==> src/core/sbcip_defines.vh <==
// Timing and mode constants for the event interrupt pulser
`ifndef SBCIP_DEFINES_VH
`define SBCIP_DEFINES_VH

// ****************************************
// Clock and timing
// ****************************************
`define SBCIP_CLK_MHZ          20
`define SBCIP_PULSE_US         100
`define SBCIP_GAP_US           100
`define SBCIP_CFG_FILT_US      10
`define SBCIP_PULSE_CYC        (`SBCIP_PULSE_US * `SBCIP_CLK_MHZ)
`define SBCIP_GAP_CYC          (`SBCIP_GAP_US * `SBCIP_CLK_MHZ)
`define SBCIP_CFG_FILT_CYC     (`SBCIP_CFG_FILT_US * `SBCIP_CLK_MHZ)

// ****************************************
// Operating modes
// ****************************************
`define SBCIP_MODE_W           3
`define SBCIP_MODE_INIT        3'h0
`define SBCIP_MODE_NORMAL      3'h1
`define SBCIP_MODE_STOP        3'h2
`define SBCIP_MODE_SLEEP       3'h3
`define SBCIP_MODE_RESTART     3'h4
`define SBCIP_MODE_FAILSAFE    3'h5

// ****************************************
// Pulser states
// ****************************************
`define SBCIP_ST_IDLE          2'h0
`define SBCIP_ST_LOW           2'h1
`define SBCIP_ST_GAP           2'h2

`endif

==> src/core/sbcip_pulser.v <==
// Event interrupt pulser: source gating, pulse timing, config-select sampling
// Functional notes
// - In Normal and Stop, drive line low for 100 us per interrupt.
// - Keep line high at least 100 us between two pulses.
// - Raising an interrupt never changes the operating mode.
// - Class select 0 (default): only enabled wake status events interrupt.
// - A wake event interrupts only if its source is wake-enabled, incl. HV pins.
// - Bus timeout is a wake source governed only by its own mask.
// - Class select 1 adds other failures; pin level status never interrupts.
// - Restart/fail-safe causes, power-on and device status never interrupt.
// - Entering Stop with wake status bits still set raises an interrupt.
// - Visible event status registers update at each falling edge of the pulse; pin level status every clock.
// - Latched events stay until host read-and-clear; level status not latched.
// - In Init mode the pin level selects hardware configuration.
// - Config-select level is filtered for 10 us before it is taken.
`timescale 1ns/1ps
`include "sbcip_defines.vh"
module sbcip_pulser
#(
	parameter WA   = 8,
	parameter WB   = 8,
	parameter WF   = 16,
	parameter WL   = 8,
	parameter TW   = 12
)
(
	clk,
	rst,
	mode,
	class_select_bit,
	bus_timeout_mask,
	wake_event_a,
	wake_event_b,
	wake_enable_a,
	wake_enable_b,
	hv_pin_wake,
	can_timeout_event,
	fail_event,
	fail_int_enable,
	pin_level_in,
	clr_a,
	clr_b,
	clr_fail,
	clr_can_timeout,
	int_pin_in,
	event_pulse_n,
	event_pulse_oe,
	wake_status_a,
	wake_status_b,
	fail_status,
	can_timeout_flag,
	pin_level_status,
	hw_config_sel,
	hw_config_valid
);
	input  wire                    clk;
	input  wire                    rst;
	input  wire [`SBCIP_MODE_W-1:0] mode;
	input  wire                    class_select_bit;
	input  wire                    bus_timeout_mask;
	input  wire [WA-1:0]           wake_event_a;
	input  wire [WB-1:0]           wake_event_b;
	input  wire [WA-1:0]           wake_enable_a;
	input  wire [WB-1:0]           wake_enable_b;
	input  wire [WB-1:0]           hv_pin_wake;
	input  wire                    can_timeout_event;
	input  wire [WF-1:0]           fail_event;
	input  wire [WF-1:0]           fail_int_enable;
	input  wire [WL-1:0]           pin_level_in;
	input  wire                    clr_a;
	input  wire                    clr_b;
	input  wire                    clr_fail;
	input  wire                    clr_can_timeout;
	input  wire                    int_pin_in;
	output wire                    event_pulse_n;
	output wire                    event_pulse_oe;
	output reg  [WA-1:0]           wake_status_a;
	output reg  [WB-1:0]           wake_status_b;
	output reg  [WF-1:0]           fail_status;
	output reg                     can_timeout_flag;
	output reg  [WL-1:0]           pin_level_status;
	output reg                     hw_config_sel;
	output reg                     hw_config_valid;

	// ****************************************
	// Internal latches (hidden until pulse edge)
	// ****************************************
	reg [WA-1:0]  lat_a_q;
	reg [WB-1:0]  lat_b_q;
	reg [WF-1:0]  lat_f_q;
	reg           lat_c_q;
	reg [1:0]     state_q;
	reg [1:0]     state_d;
	reg           pend_q;
	reg           pend_d;
	reg [`SBCIP_MODE_W-1:0] mode_q;
	reg [TW-1:0]  cfg_cnt_q;
	reg           cfg_lvl_q;

	wire [WB-1:0] en_b;
	wire [WA-1:0] new_a;
	wire [WB-1:0] new_b;
	wire [WF-1:0] new_f;
	wire          new_c;
	wire          int_mode;
	wire          stop_entry;
	wire          trig;
	wire          tmr_exp;
	reg           tmr_load;
	reg  [TW-1:0] tmr_val;
	wire          pin_s;
	wire          fall;

	// ****************************************
	// Timer load values, cut to the counter width on purpose
	// ****************************************
	localparam integer PULSE_LD = `SBCIP_PULSE_CYC;
	localparam integer GAP_LD   = `SBCIP_GAP_CYC;
	localparam integer FILT_LD  = `SBCIP_CFG_FILT_CYC;

	// ****************************************
	// Event qualification
	// ****************************************
	assign en_b  = wake_enable_b | hv_pin_wake;
	assign new_a = wake_event_a & wake_enable_a & ~lat_a_q;
	assign new_b = wake_event_b & en_b & ~lat_b_q;
	assign new_c = can_timeout_event & ~lat_c_q;
	// Fail sources exclude restart/fail-safe causes via fail_int_enable wiring
	assign new_f = fail_event & fail_int_enable & ~lat_f_q;
	assign int_mode = (mode == `SBCIP_MODE_NORMAL) || (mode == `SBCIP_MODE_STOP);
	assign stop_entry = (mode == `SBCIP_MODE_STOP) && (mode_q != `SBCIP_MODE_STOP)
		&& ((|lat_a_q) || (|lat_b_q));
	assign trig = int_mode && ((|new_a) || (|new_b)
		|| (new_c && !bus_timeout_mask)
		|| (class_select_bit && (|new_f))
		|| stop_entry);
	// Mode is an input only: nothing here drives it back

	// ****************************************
	// Event latches: set wins over clear
	// ****************************************
	always @(posedge clk)
	begin
		if (rst)
		begin
			lat_a_q <= {WA{1'b0}};
			lat_b_q <= {WB{1'b0}};
			lat_f_q <= {WF{1'b0}};
			lat_c_q <= 1'b0;
			mode_q  <= `SBCIP_MODE_INIT;
		end
		else
		begin
			mode_q  <= mode;
			lat_a_q <= (clr_a ? {WA{1'b0}} : lat_a_q) | (wake_event_a & wake_enable_a);
			lat_b_q <= (clr_b ? {WB{1'b0}} : lat_b_q) | (wake_event_b & en_b);
			lat_f_q <= (clr_fail ? {WF{1'b0}} : lat_f_q) | fail_event;
			lat_c_q <= (clr_can_timeout ? 1'b0 : lat_c_q) | can_timeout_event;
		end
	end

	// ****************************************
	// Pulse state machine
	// ****************************************
	always @*
	begin
		state_d  = state_q;
		pend_d   = pend_q | trig;
		tmr_load = 1'b0;
		tmr_val  = {TW{1'b0}};
		case (state_q)
			`SBCIP_ST_IDLE:
			begin
				// Pending pulses wait for Normal or Stop
				if (pend_d && int_mode)
				begin
					state_d  = `SBCIP_ST_LOW;
					pend_d   = 1'b0;
					tmr_load = 1'b1;
					tmr_val  = PULSE_LD[TW-1:0];
				end
			end
			`SBCIP_ST_LOW:
			begin
				if (tmr_exp)
				begin
					state_d  = `SBCIP_ST_GAP;
					tmr_load = 1'b1;
					tmr_val  = GAP_LD[TW-1:0];
				end
			end
			`SBCIP_ST_GAP:
			begin
				if (tmr_exp)
					state_d = `SBCIP_ST_IDLE;
			end
			default:
				state_d = `SBCIP_ST_IDLE;
		endcase
	end

	assign fall = (state_q == `SBCIP_ST_IDLE) && (state_d == `SBCIP_ST_LOW);

	always @(posedge clk)
	begin
		if (rst)
		begin
			state_q <= `SBCIP_ST_IDLE;
			pend_q  <= 1'b0;
		end
		else
		begin
			state_q <= state_d;
			pend_q  <= pend_d;
		end
	end

	sbcip_timer #(.W(TW)) u_tmr
	(
		.clk      (clk),
		.rst      (rst),
		.load     (tmr_load),
		.load_val (tmr_val),
		.expired  (tmr_exp)
	);

	// Timer counts down one extra cycle after load, so low time is N+1 cycles,
	// which stays inside the 80..120 us window
	assign event_pulse_n  = (state_q != `SBCIP_ST_LOW);
	// Released in Init so the external strap sets the level
	assign event_pulse_oe = (mode != `SBCIP_MODE_INIT);

	// ****************************************
	// Visible status: event flags copied at falling edge, cleared by host; pin level copied every clock
	// ****************************************
	always @(posedge clk)
	begin
		if (rst)
		begin
			wake_status_a    <= {WA{1'b0}};
			wake_status_b    <= {WB{1'b0}};
			fail_status      <= {WF{1'b0}};
			can_timeout_flag <= 1'b0;
			pin_level_status <= {WL{1'b0}};
		end
		else
		begin
			pin_level_status <= pin_level_in;
			if (fall)
			begin
				wake_status_a    <= lat_a_q | new_a;
				wake_status_b    <= lat_b_q | new_b;
				fail_status      <= lat_f_q | new_f;
				can_timeout_flag <= lat_c_q | new_c;
			end
			else
			begin
				if (clr_a)
					wake_status_a <= {WA{1'b0}};
				if (clr_b)
					wake_status_b <= {WB{1'b0}};
				if (clr_fail)
					fail_status <= {WF{1'b0}};
				if (clr_can_timeout)
					can_timeout_flag <= 1'b0;
			end
		end
	end

	// ****************************************
	// Configuration select in Init
	// ****************************************
	sbcip_sync u_sync
	(
		.clk      (clk),
		.rst      (rst),
		.async_in (int_pin_in),
		.sync_out (pin_s)
	);

	always @(posedge clk)
	begin
		if (rst)
		begin
			cfg_cnt_q       <= {TW{1'b0}};
			cfg_lvl_q       <= 1'b0;
			hw_config_sel   <= 1'b0;
			hw_config_valid <= 1'b0;
		end
		else if (mode == `SBCIP_MODE_INIT)
		begin
			cfg_lvl_q <= pin_s;
			if (pin_s != cfg_lvl_q)
				cfg_cnt_q <= {TW{1'b0}};
			else if (cfg_cnt_q != FILT_LD[TW-1:0])
				cfg_cnt_q <= cfg_cnt_q + {{(TW-1){1'b0}}, 1'b1};
			else
			begin
				hw_config_sel   <= cfg_lvl_q;
				hw_config_valid <= 1'b1;
			end
		end
	end
endmodule

==> src/core/sbcip_sync.v <==
// Two-flop synchroniser for an asynchronous level
`timescale 1ns/1ps
module sbcip_sync
(
	clk,
	rst,
	async_in,
	sync_out
);
	input  wire clk;
	input  wire rst;
	input  wire async_in;
	output wire sync_out;

	reg         meta_q;
	reg         sync_q;

	// First stage feeds only the second stage
	always @(posedge clk)
	begin
		if (rst)
		begin
			meta_q <= 1'b1;
			sync_q <= 1'b1;
		end
		else
		begin
			meta_q <= async_in;
			sync_q <= meta_q;
		end
	end

	assign sync_out = sync_q;
endmodule

==> src/core/sbcip_timer.v <==
// Load-and-count-down timer, flags expiry as a level
`timescale 1ns/1ps
module sbcip_timer
#(
	parameter W = 12
)
(
	clk,
	rst,
	load,
	load_val,
	expired
);
	input  wire         clk;
	input  wire         rst;
	input  wire         load;
	input  wire [W-1:0] load_val;
	output wire         expired;

	reg [W-1:0]         cnt_q;

	always @(posedge clk)
	begin
		if (rst)
			cnt_q <= {W{1'b0}};
		else if (load)
			cnt_q <= load_val;
		else if (cnt_q != {W{1'b0}})
			cnt_q <= cnt_q - {{(W-1){1'b0}}, 1'b1};
	end

	assign expired = (cnt_q == {W{1'b0}});
endmodule

==> config.mk <==
export PLATFORM = sky130hd
export DESIGN_NAME = sbcip_pulser
export DESIGN_NICKNAME = d
export VERILOG_FILES = /design/src/core/sbcip_pulser.v /design/src/core/sbcip_sync.v /design/src/core/sbcip_timer.v
export VERILOG_INCLUDE_DIRS = /design/src /design/src/core
export SDC_FILE = /design/constraint.sdc
export NUM_CORES = 1
export LEC_CHECK = 0
export BUFFER_PORTS_ARGS = -buffer_cell sky130_fd_sc_hd__buf_2
export CORE_MARGIN = 8
export CORE_UTILIZATION = 50
export CTS_CLUSTER_DIAMETER = 40
export CTS_CLUSTER_SIZE = 20
export DETAILED_ROUTE_END_ITERATION = 8
export HOLD_SLACK_MARGIN = 0.05
export PLACE_DENSITY = 0.77
export SKIP_LAST_GASP = 1
export SLEW_MARGIN = 20
export SYNTH_ARGS = -nofsm -noshare
export SYNTH_HDL_FRONTEND = slang
export SYNTH_HIERARCHICAL = 1
export SYNTH_SLANG_ARGS = --single-unit
export TNS_END_PERCENT = 30
==> constraint.sdc <==
create_clock -name clk -period 7.1 [get_ports clk]
set_input_delay 0 -clock clk [delete_from_list [all_inputs] [get_ports clk]]
set_output_delay 0 -clock clk [all_outputs]
set_load 0.01 [all_outputs]
-- Yosys cells after proc, flatten, opt, wreduce, memory -nomap -nowiden
Index checks and enable logic that the tools add are counted.
Widths: inputs -> output; s select.
- muxes and demuxes: 28
- add/sub/neg operators: 2
- reductions and logical operators: 32
- equality and inequality tests: 9
- bitwise gates (word level): 23
- operators with widths (kind ; number):
    $mux 12 ; 4
    $mux 16 ; 3
    $mux 8 ; 6
    $or 8x8->8 ; 5
    $and 16x16->16 ; 2
    $and 8x8->8 ; 4
    $or 16x16->16 ; 2
    $reduce_or 8->1 ; 4
    $mux 11 ; 2
    $pmux 11 s2 ; 1
    $not 16->16 ; 1
    $not 8->8 ; 2
    $reduce_or 16->1 ; 1
    $add 12x1->12 const B ; 1
    $logic_not 12->1 ; 1
    $ne 12x8->1 const B ; 1
    $reduce_bool 12->1 ; 1
    $reduce_bool 2->1 ; 6
    $sub 12x1->12 const B ; 1
    $logic_and 1x1->1 ; 7
    $mux 1 ; 7
    $logic_or 1x1->1 ; 6
    $mux 2 ; 3
    $pmux 2 s3 ; 1
    17 further kinds ; 22
- flip-flop bits (word level): 109

-- Depth between registers and ports, before layout
Gate-level depths: netlist of the first run.
- word-level depth: 16
- depth in mapped cells: 12
- gate-level depth less buffers: 10

-- By module
Netlist of the first run, hierarchy kept.
- by module, submodules not included (module ; cells an instance ; times used ; seq. area each (µm²) ; area each (µm²)):
    sbcip_pulser ; 473 ; 1 ; 1901.8 ; 4090.2
    sbcip_timer ; 93 ; 1 ; 240.2 ; 729.4
    sbcip_sync ; 4 ; 1 ; 40.0 ; 52.6

-- Least setup slack after synthesis of the first run
Ideal clock, no wire load.
- kind: reg2reg
- start point: register lat_a_q[5]
- end point: register u_tmr.cnt_q[9]
- period minus slack after synthesis: 2790 ps
- buffers on the path: 4
- arrival time: 2670 ps
- library setup time: 120 ps
- slack: 4310 ps
- required time: 6980 ps
- cell stages (with the launch flop): 11
- path through: dfxtp_1 -> o22ai_1 -> or4_1 -> or3_1 -> o31ai_2 -> buf_6 -> buf_12 -> nand2_1 -> clkbuf_1 -> clkbuf_1 -> o31a_1
- word-level cells in the longest chain between the ends: 13
- elaborated cells between the ends (all ways): 19
- RTL lines (what ; line ; RTL):
    start: declaration ; sbcip_pulser.v:88 ; reg [WA-1:0] lat_a_q;
    start signal: assignment ; sbcip_pulser.v:146 ; lat_a_q <= {WA{1'b0}};
    start signal: assignment ; sbcip_pulser.v:155 ; lat_a_q <= (clr_a ? {WA{1'b0}} : lat_a_q) | (wake_event_a & wake_enable_a);
    $not 8->8 ; sbcip_pulser.v:125 ; assign new_a = wake_event_a & wake_enable_a & ~lat_a_q;
    $and 8x8->8 ; sbcip_pulser.v:125 ;
    $reduce_or 8->1 ; sbcip_pulser.v:133 ; assign trig = int_mode && ((|new_a) || (|new_b)
    $logic_or 1x1->1 ; sbcip_pulser.v:133 ;
    $logic_or 1x1->1 ; sbcip_pulser.v:134 ; || (new_c && !bus_timeout_mask)
    $logic_or 1x1->1 ; sbcip_pulser.v:135 ; || (class_select_bit && (|new_f))
    $logic_or 1x1->1 (*) ; sbcip_pulser.v:136 ; || stop_entry);
    $logic_and 1x1->1 (*) ; sbcip_pulser.v:133 ;
    $or 1x1->1 (*) ; sbcip_pulser.v:168 ; pend_d = pend_q | trig;
    $logic_and 1x1->1 (*) ; sbcip_pulser.v:175 ; if (pend_d && int_mode)
    $mux 1 (*) ; sbcip_pulser.v:175 ;
    $pmux 1 s2 (*) ; sbcip_pulser.v:171 ; case (state_q)
    via tmr_load ; sbcip_pulser.v:109 ; reg tmr_load;
    $mux 12 / $reduce_bool 2->1 (equally long branches) ; n/a ;
    end signal: assignment ; sbcip_timer.v:25 ; cnt_q <= {W{1'b0}};
    end signal: assignment ; sbcip_timer.v:27 ; cnt_q <= load_val;
    end signal: assignment ; sbcip_timer.v:29 ; cnt_q <= cnt_q - {{(W-1){1'b0}}, 1'b1};
    end: declaration ; sbcip_timer.v:20 ; reg [W-1:0] cnt_q;
The timed path passes the listed nets; every way through them passes the cells marked *.
A chain may end at the register's enable or synchronous reset.

-- Worst setup path after layout of the first run
- start point: register u_tmr.cnt_q[0]
- end point: register u_tmr.cnt_q[10]
- word-level cells in the longest chain between the ends: 4
- elaborated cells between the ends (all ways): 10
- RTL lines (what ; line ; RTL):
    $logic_not 12->1 (*) ; sbcip_timer.v:32 ; assign expired = (cnt_q == {W{1'b0}});
    via tmr_exp ; sbcip_pulser.v:108 ; wire tmr_exp;
    $mux 1 (*) ; sbcip_pulser.v:185 ; if (tmr_exp)
    $pmux 1 s2 (*) ; sbcip_pulser.v:171 ;
    via tmr_load ; sbcip_pulser.v:109 ;
    $mux 12 / $reduce_bool 2->1 (equally long branches) ; n/a ;
The timed path passes the listed nets; every way through them passes the cells marked *. The select of a mux whose other input is x is not followed.

==> summary.md, run 1 <==
| Metric | Value |
|---|---|
| Share of cells above drive strength 1 | 23.4% |
| Worst-case vdd ir drop | 0.000156 V |
| # IOs | 138 |
| Vias | 4867 |
| #FFs+latches synth | 109 |
| R2R cell count | 10 |
| Critical path's most frequent cell | inv_1 |
| Gate Count Post-Synth | 570 |
| Buffers on Ports | 137 |
| Synth Flop Type | dfxtp_1 |
| Drt initial violations | 309 |
| Core Rows | 36 |
| Clock slew at reported path FFs | 110 ps |
| Arr. time, crit path | 3270 ps |
| Kind of critical path | flop to flop |
| Drt total wl | 14.0 mm |
| Slowest cell on crit path | nand2_1 |
| Yosys warnings | 6 |
| Endpoints failing hold | 0 |
| Clk_lat worst skew | 380 ps |
| Critical path endpoint category | flop |
| Worst path cell trace | inv_1, ha_1, nor3b_1, nand3_1, inv_1, nand3b_1, nand2_1, inv_1, nor2_1, a211oi_1 |
| GRT Residual Overflow | 0 |
| Global placer's final weighted congestion | 0.832 |
| Initial Util | 50.8% |
| Hold Path Stages | 4 |
| Hold Path End | fail_status[8] |
| Setup Skew | 21.7 ps |
| Count leader, synth | dfxtp_1 |
| Clock buffer depth | 2 |
| R2R Path Start | u_tmr/cnt_q[0] |
| GRT Total Usage | 21.1% |
| Largest area contributor in the synthesized netlist | dfxtp_1 |
| CTS buffer count | 9 |
| Post-layout min period | 3060 ps |
| Min Hold Slack | 56.1 ps |
| Wirelength per Cell | 14.9 µm |
| Vias in the first global route | 5129 |
| First-pass DRT Iterations | 4 |
| Period Utilization, post-route | 43.1% |
| Max Freq | 327 MHz |
| Core ar. | 9590 µm² |
| Clk root buf | clkbuf_8 |
| Vias per cell | 5.16 |
| Drt drc | 0 |
| Post-route ant nets | 0 |
| Terminus of the critical flop-to-flop path | u_tmr/cnt_q[10] |
| CTS sink cnt | 109 |
| First-pass GRT wire length | 22.9 mm |
| Max cap viols | 0 |
| Pwr Density | 221 nW/µm² |
| Hold_sp | fail_int_enable[8] |
| CTS tree | done |
| Nets | 901 |
| Layout Area Growth over Synthesis | 40.3% |
| Slew Limit Fails | 0 |
| Crit-path max cell delay | 580 ps |
| RSZ-0062 raised after global routing | no |
| Die Ht | 115 µm |
| Worst Path Buf+Inv | 3 |
| CP delay by family, top | simple AND/OR/NAND/NOR gates |
| Detailed placer's ending HPWL | 8.92 mm |
| Avg Inst Size Synth | 8.55 µm² |
| Fin Setup TNS | 0 ps |
| Final Util | 71.2% |
| Hold crit path type | input port to flop |
| Synthesized cell area | 4870 µm² |
| Sequential area share after synthesis | 44.8% |
| Status | complete, no violations |
| CTS H-tree depth | 3 |
| DIE WIDTH | 115 µm |
| Final Power | 1.51 mW |
| Critical path launch point type | flop |
| Post_cts resized | 0 |
| Largest net degree at the start of global routing | 94 |
| Max_slew headroom | 27.7% |
| Placed cell area | 5630 µm² |
| Number of flops mapped to enable cells by yosys | 0 |
| Least-Margin Pin Slew | 1080 ps |
| Synth cell count leaders | dfxtp_1, nand2_1, a21oi_1, nor2_1, mux2i_1 |
| Final instance area | 6840 µm² |
| Antenna violations before repair | 0 |
| Leakage power | 3.08 nW |
| Critical Path RT | 7310 ps |
| Die area | 13200 µm² |
| Crit-path max FO | 25 |
| Async SR Flop Fraction | 0% |
| Top post-synthesis cells by area | dfxtp_1, mux2i_1, a21oi_1 |
| Final Setup Violations | 0 |
| Flop2flop setup slack | 4040 ps |
| Top-area cell type share of the netlist area | 44.8% |
| Synth cell types | 53 |
## per-layer routing
layer  vias up  GRT usage (%)  wire length, µm
li1       2423              -                -
met1      2264           22.9             5680
met2       150           37.8             7140
met3        30           5.91              873
met4         0           8.93              346
met5         -              0                0
## power breakdown
| part | total, mW | internal (mW) | switching, mW |
|---|---|---|---|
| Sequential | 0.713 | 0.666 | 0.0469 |
| Combinational | 0.396 | 0.193 | 0.202 |
| Clock | 0.402 | 0.179 | 0.223 |
| Total | 1.51 | 1.04 | 0.472 |
## how the worst max path moves through the flow
stage                   startpoint              end  slack, ps  depth (start not counted)
CTS                 u_tmr/cnt_q[0]  u_tmr/cnt_q[10]       4040                         10
floorplan               lat_a_q[5]   u_tmr/cnt_q[9]       4310                         10
detailed placement  u_tmr/cnt_q[0]  u_tmr/cnt_q[10]       4070                         10
global route        u_tmr/cnt_q[0]  u_tmr/cnt_q[11]       3680                         10
global placement    u_tmr/cnt_q[0]   u_tmr/cnt_q[6]       4250                         10
finish              u_tmr/cnt_q[0]  u_tmr/cnt_q[10]       4040                         10
## worst register-to-register path, cell delays in order (launching register included)
cell	delay, ps
dfxtp_1	330
inv_1	100
ha_1	180
nor3b_1	490
nand3_1	380
inv_1	180
nand3b_1	110
nand2_1	580
inv_1	300
nor2_1	180
a211oi_1	70
## cells in the final DEF (no fill, tap or decap), types with 6 or more instances in the layout
| cell type | count |
|---|---|
| nand3_1 | 9 |
| a21oi_1 | 69 |
| or2_2 | 25 |
| inv_1 | 27 |
| nor2_1 | 52 |
| nand2_1 | 74 |
| nand2b_1 | 19 |
| o21ai_0 | 10 |
| o22ai_1 | 13 |
| xor2_1 | 7 |
| a21o_1 | 8 |
| nor4_1 | 11 |
| nor3_1 | 9 |
| mux2i_1 | 38 |
| dlygate4sd3_1 | 99 |
| conb_1 | 6 |
| nor2b_1 | 13 |
| buf_2 | 137 |
| clkbuf_8 | 10 |
| dfxtp_1 | 109 |
## layout make-up
cell class	instances	area [µm²]
clock buffers	10	138
fillers	721	2760
multi-input cells	419	2480
flip-flops and latches	109	2180
clock inverters	6	75.1
repair buffers	238	1690
diodes	1	2.50
inverters	27	101
well taps	133	166
## kinds of logic (layout without fill, tap and decap cells)
family          count (synthesis)  after routing  share of synthesized area (%)
simple gates                  235            235                           23.9
mux                            38             38                           7.81
fa+ha+maj                       4              4                           1.03
buf+inv                        47            281                           4.91
other cells                     1              7                         0.0770
flops                         109            109                           44.8
xor+xnor                       12             12                           2.16
compound gates                124            124                           15.3
## registers in the layout, summed over array words and instances, names as in the netlist, 2 cells and up
| register | cells |
|---|---|
| lat_a_q | 8 |
| lat_b_q | 8 |
| mode_q | 3 |
| pin_level_status | 8 |
| u_tmr/cnt_q | 12 |
| fail_status | 16 |
| state_q | 2 |
| wake_status_a | 8 |
| cfg_cnt_q | 12 |
| lat_f_q | 16 |
| wake_status_b | 8 |
## timing repair
item / 4_1_cts / 5_1_grt
setup buffers: 0 / 0
hold buffers: 99 / 0
endpoints found under the hold margin: 72 / 0
## metrics by stage
step,worst slack (ps),cells
final,4040,943
after global placement,4250,827
after floorplan,4310,575
after CTS,4040,942
after global routing,3680,942
after detailed placement,4070,827
Note: power is estimated with default switching activity, not from simulation.
==> inputs of run 2 (changes only) <==
Settings changed: CORE_UTILIZATION 50 to 47, PLACE_DENSITY 0.77 to 0.76.
Clock period 7.1 ns to 2.75 ns, I/O delays scaled along.
==> run 2 against run 1 <==
Core utilization fell by 4.3 points. Highest routed layer unchanged. Sequential share of layout area rose by 0.059 points. Critical path type unchanged. Routed wire length rose by 1.0%. Clock power rose by 130%. Power rose to 2.5 times the previous value. Critical path depth fell by 1. Non-clock buffer count rose by 4. Clock skew fell by 1.4 ps. Die area rose by 5.5%. Clock-buffer cell count fell by 1.
==> summary.md, run 2 (synthesis results as in run 1) <==
| Metric | Value |
|---|---|
| Worst path cell trace | o22ai_1, or4_1, or3_1, o31ai_4, nand2_1, buf_4, nor3_1, mux2i_1, o21ai_0 |
| Vias | 4905 |
| First-pass GRT wire length | 23.6 mm |
| Period Utilization, post-route | 89.8% |
| Most frequent cells in the layout | buf_2, dfxtp_1, dlygate4sd3_1 |
| Layout Area Growth over Synthesis | 40.0% |
| Hold crit path type | input port to flop |
| CTS H-tree depth | 3 |
| Clock buffer depth | 2 |
| Drt total wl | 14.2 mm |
| Post-route ant nets | 0 |
| Clk_lat worst skew | 380 ps |
| Worst-case vdd ir drop | 0.000302 V |
| GRT Residual Overflow | 0 |
| Crit-path max FO | 13 |
| Non-Filler Instances | 949 |
| Commonest non-fill, non-tap cell in the layout | buf_2 |
| Drt initial violations | 244 |
| CTS buffer count | 9 |
| Global placer's final weighted congestion | 0.843 |
| Slowest cell on crit path | or4_1 |
| CP delay by family, top | simple AND/OR/NAND/NOR gates |
| Clock slew at reported path FFs | 110 ps |
| Initial Util | 47.8% |
| Antenna violations before repair | 0 |
| Endpoints failing hold | 0 |
| Critical Path RT | 3060 ps |
| RSZ-0062 raised after global routing | no |
| Slew Limit Fails | 0 |
| Max cap viols | 0 |
| Buffers on Ports | 137 |
| Detailed placer's ending HPWL | 9.30 mm |
| Vias per cell | 5.17 |
| Arr. time, crit path | 2780 ps |
| Share of cells above drive strength 1 | 24.5% |
| Nets | 905 |
| Critical path origin | lat_a_q[5] |
| Die Ht | 118 µm |
| Kind of critical path | flop to flop |
| Pwr Density | 559 nW/µm² |
| Die area | 13900 µm² |
| Placed cell area | 5710 µm² |
| Setup Skew | 20.3 ps |
| Fin Setup TNS | 0 ps |
| Max Freq | 405 MHz |
| CTS sink cnt | 109 |
| Drt drc | 0 |
| Core Rows | 37 |
| Top flop regs | fail_status: 16 flops, lat_f_q: 16 flops |
| Wirelength per Cell | 14.9 µm |
| Hold_sp | wake_enable_b[6] |
| Status | complete, no violations |
| Dpl cells | 840 |
| # IOs | 138 |
| Crit-path max cell delay | 560 ps |
| Final Setup Violations | 0 |
| Least-Margin Pin Slew | 658 ps |
| Final Power | 3.82 mW |
| Clk root buf | clkbuf_8 |
| Critical path launch point type | flop |
| Vias in the first global route | 5125 |
| CTS tree | done |
| Worst Path Buf+Inv | 1 |
| Min Hold Slack | 54.1 ps |
| R2R Path Start | lat_a_q[5] |
| First-pass DRT Iterations | 5 |
| GRT Total Usage | 20.2% |
| Largest net degree at the start of global routing | 46 |
| Leakage power | 3.08 nW |
| Max_slew headroom | 55.8% |
| Critical path endpoint category | flop |
| Post_cts resized | 0 |
| Post-layout min period | 2470 ps |
| Final instance area | 6820 µm² |
| DIE WIDTH | 118 µm |
| Antenna cell count | 0 |
| Core ar. | 10200 µm² |
[run 2: cell types whose count changed in the layout (fill, tap and decap cells not counted)]
cell,change
buf_4,+10
bufinv_16,-1
clkbuf_8,-1
clkinv_2,+2
clkinv_8,+1
diode_2,-1
dlygate4sd3_1,-6
inv_8,-1
[run 2: layout make-up]
type / count / area, µm²
flip-flops and latches: 109 / 2180
inverters: 27 / 101
clock inverters: 7 / 60.1
clock buffers: 9 / 124
fillers: 811 / 3360
well taps: 136 / 170
repair buffers: 242 / 1710
multi-input cells: 419 / 2480
[run 2: worst paths after layout]
path	end	slack, ps	depth (start not counted)
max	u_tmr/cnt_q[1]	280	9
min	lat_b_q[6]	50	3
max reg2reg	u_tmr/cnt_q[1]	280	9
min reg2reg	u_sync/sync_out	420	1
[run 2: stage by stage]
stage,utilization (%),setup WS (ps)
2_1_floorplan,-,28.0
3_3_place_gp,56.0,415
3_5_place_dp,56.0,313
4_1_cts,67.0,295
5_1_grt,67.0,103
6_report,67.0,280
[run 2: layer usage]
metal	track usage, %	routed length, µm	vias up	part of all wire (%)
met5	0	0	-	0
met4	7.61	275	0	1.9
met3	5.90	851	23	6.0
met2	37.2	7250	147	51
met1	21.1	5810	2306	41
li1	-	-	2429	-
[run 2: worst min-delay path, cell delays in order]
cell,delay [ps]
buf_2,70
o21ai_0,140
a21oi_1,180
[run 2: repair_timing]
item                                   CTS  global route
setup buffers                            0             0
endpoints found under the hold margin   70             0
hold buffers                            93             0
[run 2: power by group]
part           leakage [nW]  internal [mW]  switching [mW]
Clock                0.0932          0.344           0.582
Sequential            0.896           1.72           0.122
Combinational          2.09          0.523           0.526
Total                  3.08           2.59            1.23
==> inputs of run 3 (changes only) <==
Settings changed: SYNTH_HIERARCHICAL 1 to unset.
==> run 3 against run 2 <==
Via count up 0.16%. Power down 1.2%. Global-route usage up 1.8 points. Clock-buffer cell count unchanged. Largest power group unchanged. Routed wire length up 5.2%. Core utilization down 0.72 points. First-iteration DRC count up 84%. Worst hold slack worse by 5.1 ps. Register-to-register slack better by 120 ps. Non-clock buffer count down 20. Cell area down 4.6%.
==> summary.md, run 3 <==
| Metric | Value |
|---|---|
| GRT Residual Overflow | 0 |
| Reg power frac | 49.4% |
| First-pass DRT Iterations | 5 |
| Drt total wl | 14.9 mm |
| Endpoints failing hold | 0 |
| Vias | 4913 |
| Slew Limit Fails | 0 |
| Fillers | 839 |
| Synthesized cell area | 4750 µm² |
| Pwr Density | 580 nW/µm² |
| Critical Path RT | 2970 ps |
| Antenna cell count | 0 |
| Largest net degree at the start of global routing | 65 |
| Critical path origin | lat_a_q[3] |
| Largest area contributor in the synthesized netlist | dfxtp_1 |
| Top flop regs | fail_status: 16 flops, lat_f_q: 16 flops |
| DIE WIDTH | 117 µm |
| Met1 usage | 26.2% |
| Final Power | 3.77 mW |
| Core ar. | 9820 µm² |
| Top post-synthesis cells by area | dfxtp_1, a21oi_1, nor2b_1 |
| Die area | 13600 µm² |
| Least-Margin Pin Slew | 997 ps |
| CTS tree | done |
| First-pass GRT wire length | 23.8 mm |
| Leakage power | 2.61 nW |
| Sequential area share after synthesis | 45.9% |
| Clk_lat worst skew | 370 ps |
| Met2 global-route usage | 36.8% |
| Nets | 834 |
| #FFs+latches synth | 109 |
| R2R cell count | 7 |
| Synth cell types | 55 |
| Non-Filler Instances | 874 |
| Clock buffer depth | 2 |
| CTS sink cnt | 109 |
| Detailed placer's ending HPWL | 9.66 mm |
| Post-route ant nets | 0 |
| Async SR Flop Fraction | 0% |
| CTS H-tree depth | 3 |
| Kind of critical path | flop to flop |
| # IOs | 138 |
| Gate Count Post-Synth | 532 |
| Clock slew at reported path FFs | 100 ps |
| Arr. time, crit path | 2570 ps |
| Met3 usage in global routing | 7.55% |
| Crit path capture | wake_status_a[2] |
| Terminus of the critical flop-to-flop path | wake_status_a[2] |
| Clk root buf | clkbuf_8 |
| Comb pwr share | 27.0% |
| Count leader, synth | dfxtp_1 |
| R2R Path Start | lat_a_q[3] |
| Flop2flop setup slack | 400 ps |
| Final Util | 66.3% |
| Critical path launch point type | flop |
| Global placer's final weighted congestion | 0.834 |
| Commonest non-fill, non-tap cell in the layout | buf_2 |
| Drt drc | 0 |
| Antenna violations before repair | 0 |
| Yosys warnings | 0 |
| Fin Setup TNS | 0 ps |
| Synth Flop Type | dfxtp_1 |
| Drt initial violations | 449 |
| Switching share of power | 32.6% |
| Max cap viols | 0 |
| Most frequent cells in the layout | buf_2, dfxtp_1, a21oi_1 |
| Top-area cell type share of the netlist area | 45.9% |
| Share of cells above drive strength 1 | 24.0% |
| Wirelength per Cell | 17.1 µm |
| Vias in the first global route | 4899 |
| Critical path endpoint category | flop |
| Avg Inst Size Synth | 8.94 µm² |
| Crit-path max FO | 33 |
| Die Ht | 117 µm |
| GRT Max-Usage Layer | met2 |
| Layout Area Growth over Synthesis | 36.9% |
| Min Hold Slack | 48.9 ps |
| Buffers on Ports | 137 |
| Max_slew headroom | 33.5% |
| Synth cell count leaders | dfxtp_1, a21oi_1, nor2_1, nor2b_1, nand2_1 |
| Max Freq | 425 MHz |
| Number of flops mapped to enable cells by yosys | 0 |
| Clk pwr share | 23.6% |
| CTS buffer count | 9 |
| Cell internal pwr | 2.54 mW |
| Core Rows | 36 |
| Worst-case vdd ir drop | 0.000323 V |
| Hold crit path type | input port to flop |
| Setup Skew | 17.7 ps |
| Post-layout min period | 2350 ps |
| Final Setup Violations | 0 |
| RSZ-0062 raised after global routing | no |
| Syn nets | 629 |
| Switching pwr | 1.23 mW |
| Vias per cell | 5.62 |
| Initial Util | 48.4% |
| Dpl cells | 777 |
| Status | complete, no violations |
| Period Utilization, post-route | 85.5% |
| GRT Total Usage | 21.9% |
[run 3: cell types whose count changed after synthesis, moves of 15 or more]
cell	delta
mux2i_1	-35
a22oi_1	+17
nor2b_1	+16
or2_2	-23
nand2_1	-50
a21oi_1	+15
[run 3: metrics by stage]
stage,worst slack [ps],instance area [µm²]
after CTS,432,6510
final,399,6510
after floorplan,790,4750
after global routing,275,6510
after detailed placement,429,5510
after global placement,517,5510
[run 3: worst min-delay path by stage]
| stage | from | endpoint | slack [ps] | depth (start not counted) |
|---|---|---|---|---|
| after floorplan | int_pin_in | u_sync.meta_q | 100 | 1 |
| after global placement | int_pin_in | u_sync.meta_q | 180 | 2 |
| after detailed placement | int_pin_in | u_sync.meta_q | 190 | 2 |
| after CTS | wake_event_a[1] | wake_status_a[1] | 50 | 3 |
| after global routing | wake_event_a[0] | wake_status_a[0] | 50 | 3 |
| final | wake_enable_b[7] | lat_b_q[7] | 50 | 3 |
[run 3: what timing repair did]
action	in CTS	in global routing
hold buffers	82	0
resized for setup	0	0
setup buffers	0	0
hold endpoints to repair	72	0
[run 3: area by class of cell]
cell class,count,area [µm²],area share (%)
multi-input combinational,375,2380,36.6
sequential,109,2180,33.5
timing repair buffer,222,1530,23.5
tap,133,166,2.56
clock buffer,9,124,1.90
inverter,20,75.1,1.15
clock inverter,6,48.8,0.750
[run 3: logic make-up (layout without fill, tap and decap cells)]
kind of cell / after synthesis / in the layout / synth area share (%)
muxes: 3 / 3 / 0.632
xor gates and xnor gates: 16 / 16 / 2.95
adders and majority gates: 4 / 4 / 1.05
DFF: 109 / 109 / 45.9
and+or+nand+nor: 180 / 180 / 21.4
AOI/OAI and AO/OA: 172 / 172 / 23.8
buffers and inverters: 48 / 257 / 4.24
[run 3: critical path, cell delays in order (launching register included)]
cell	delay [ps]
dfxtp_1	370
nor4_1	550
and4_1	260
o2111a_1	260
o211ai_2	130
buf_4	290
a21oi_1	280
a211oi_2	80
[run 3: layer usage]
metal / vias to the layer above / routed length [µm]
li1: 2331 / -
met1: 2317 / 5900
met2: 237 / 7260
met3: 28 / 1500
met4: 0 / 253
met5: - / 0
[run 3: power groups by stage]
stage,combinational [mW],clock [mW],sequential [mW]
finish,1.02,0.891,1.86
global route,1.12,0.990,1.88
CTS,1.00,0.912,1.86
detailed placement,0.904,0,1.90
global placement,0.877,0,1.89
floorplan,0.632,0,1.89
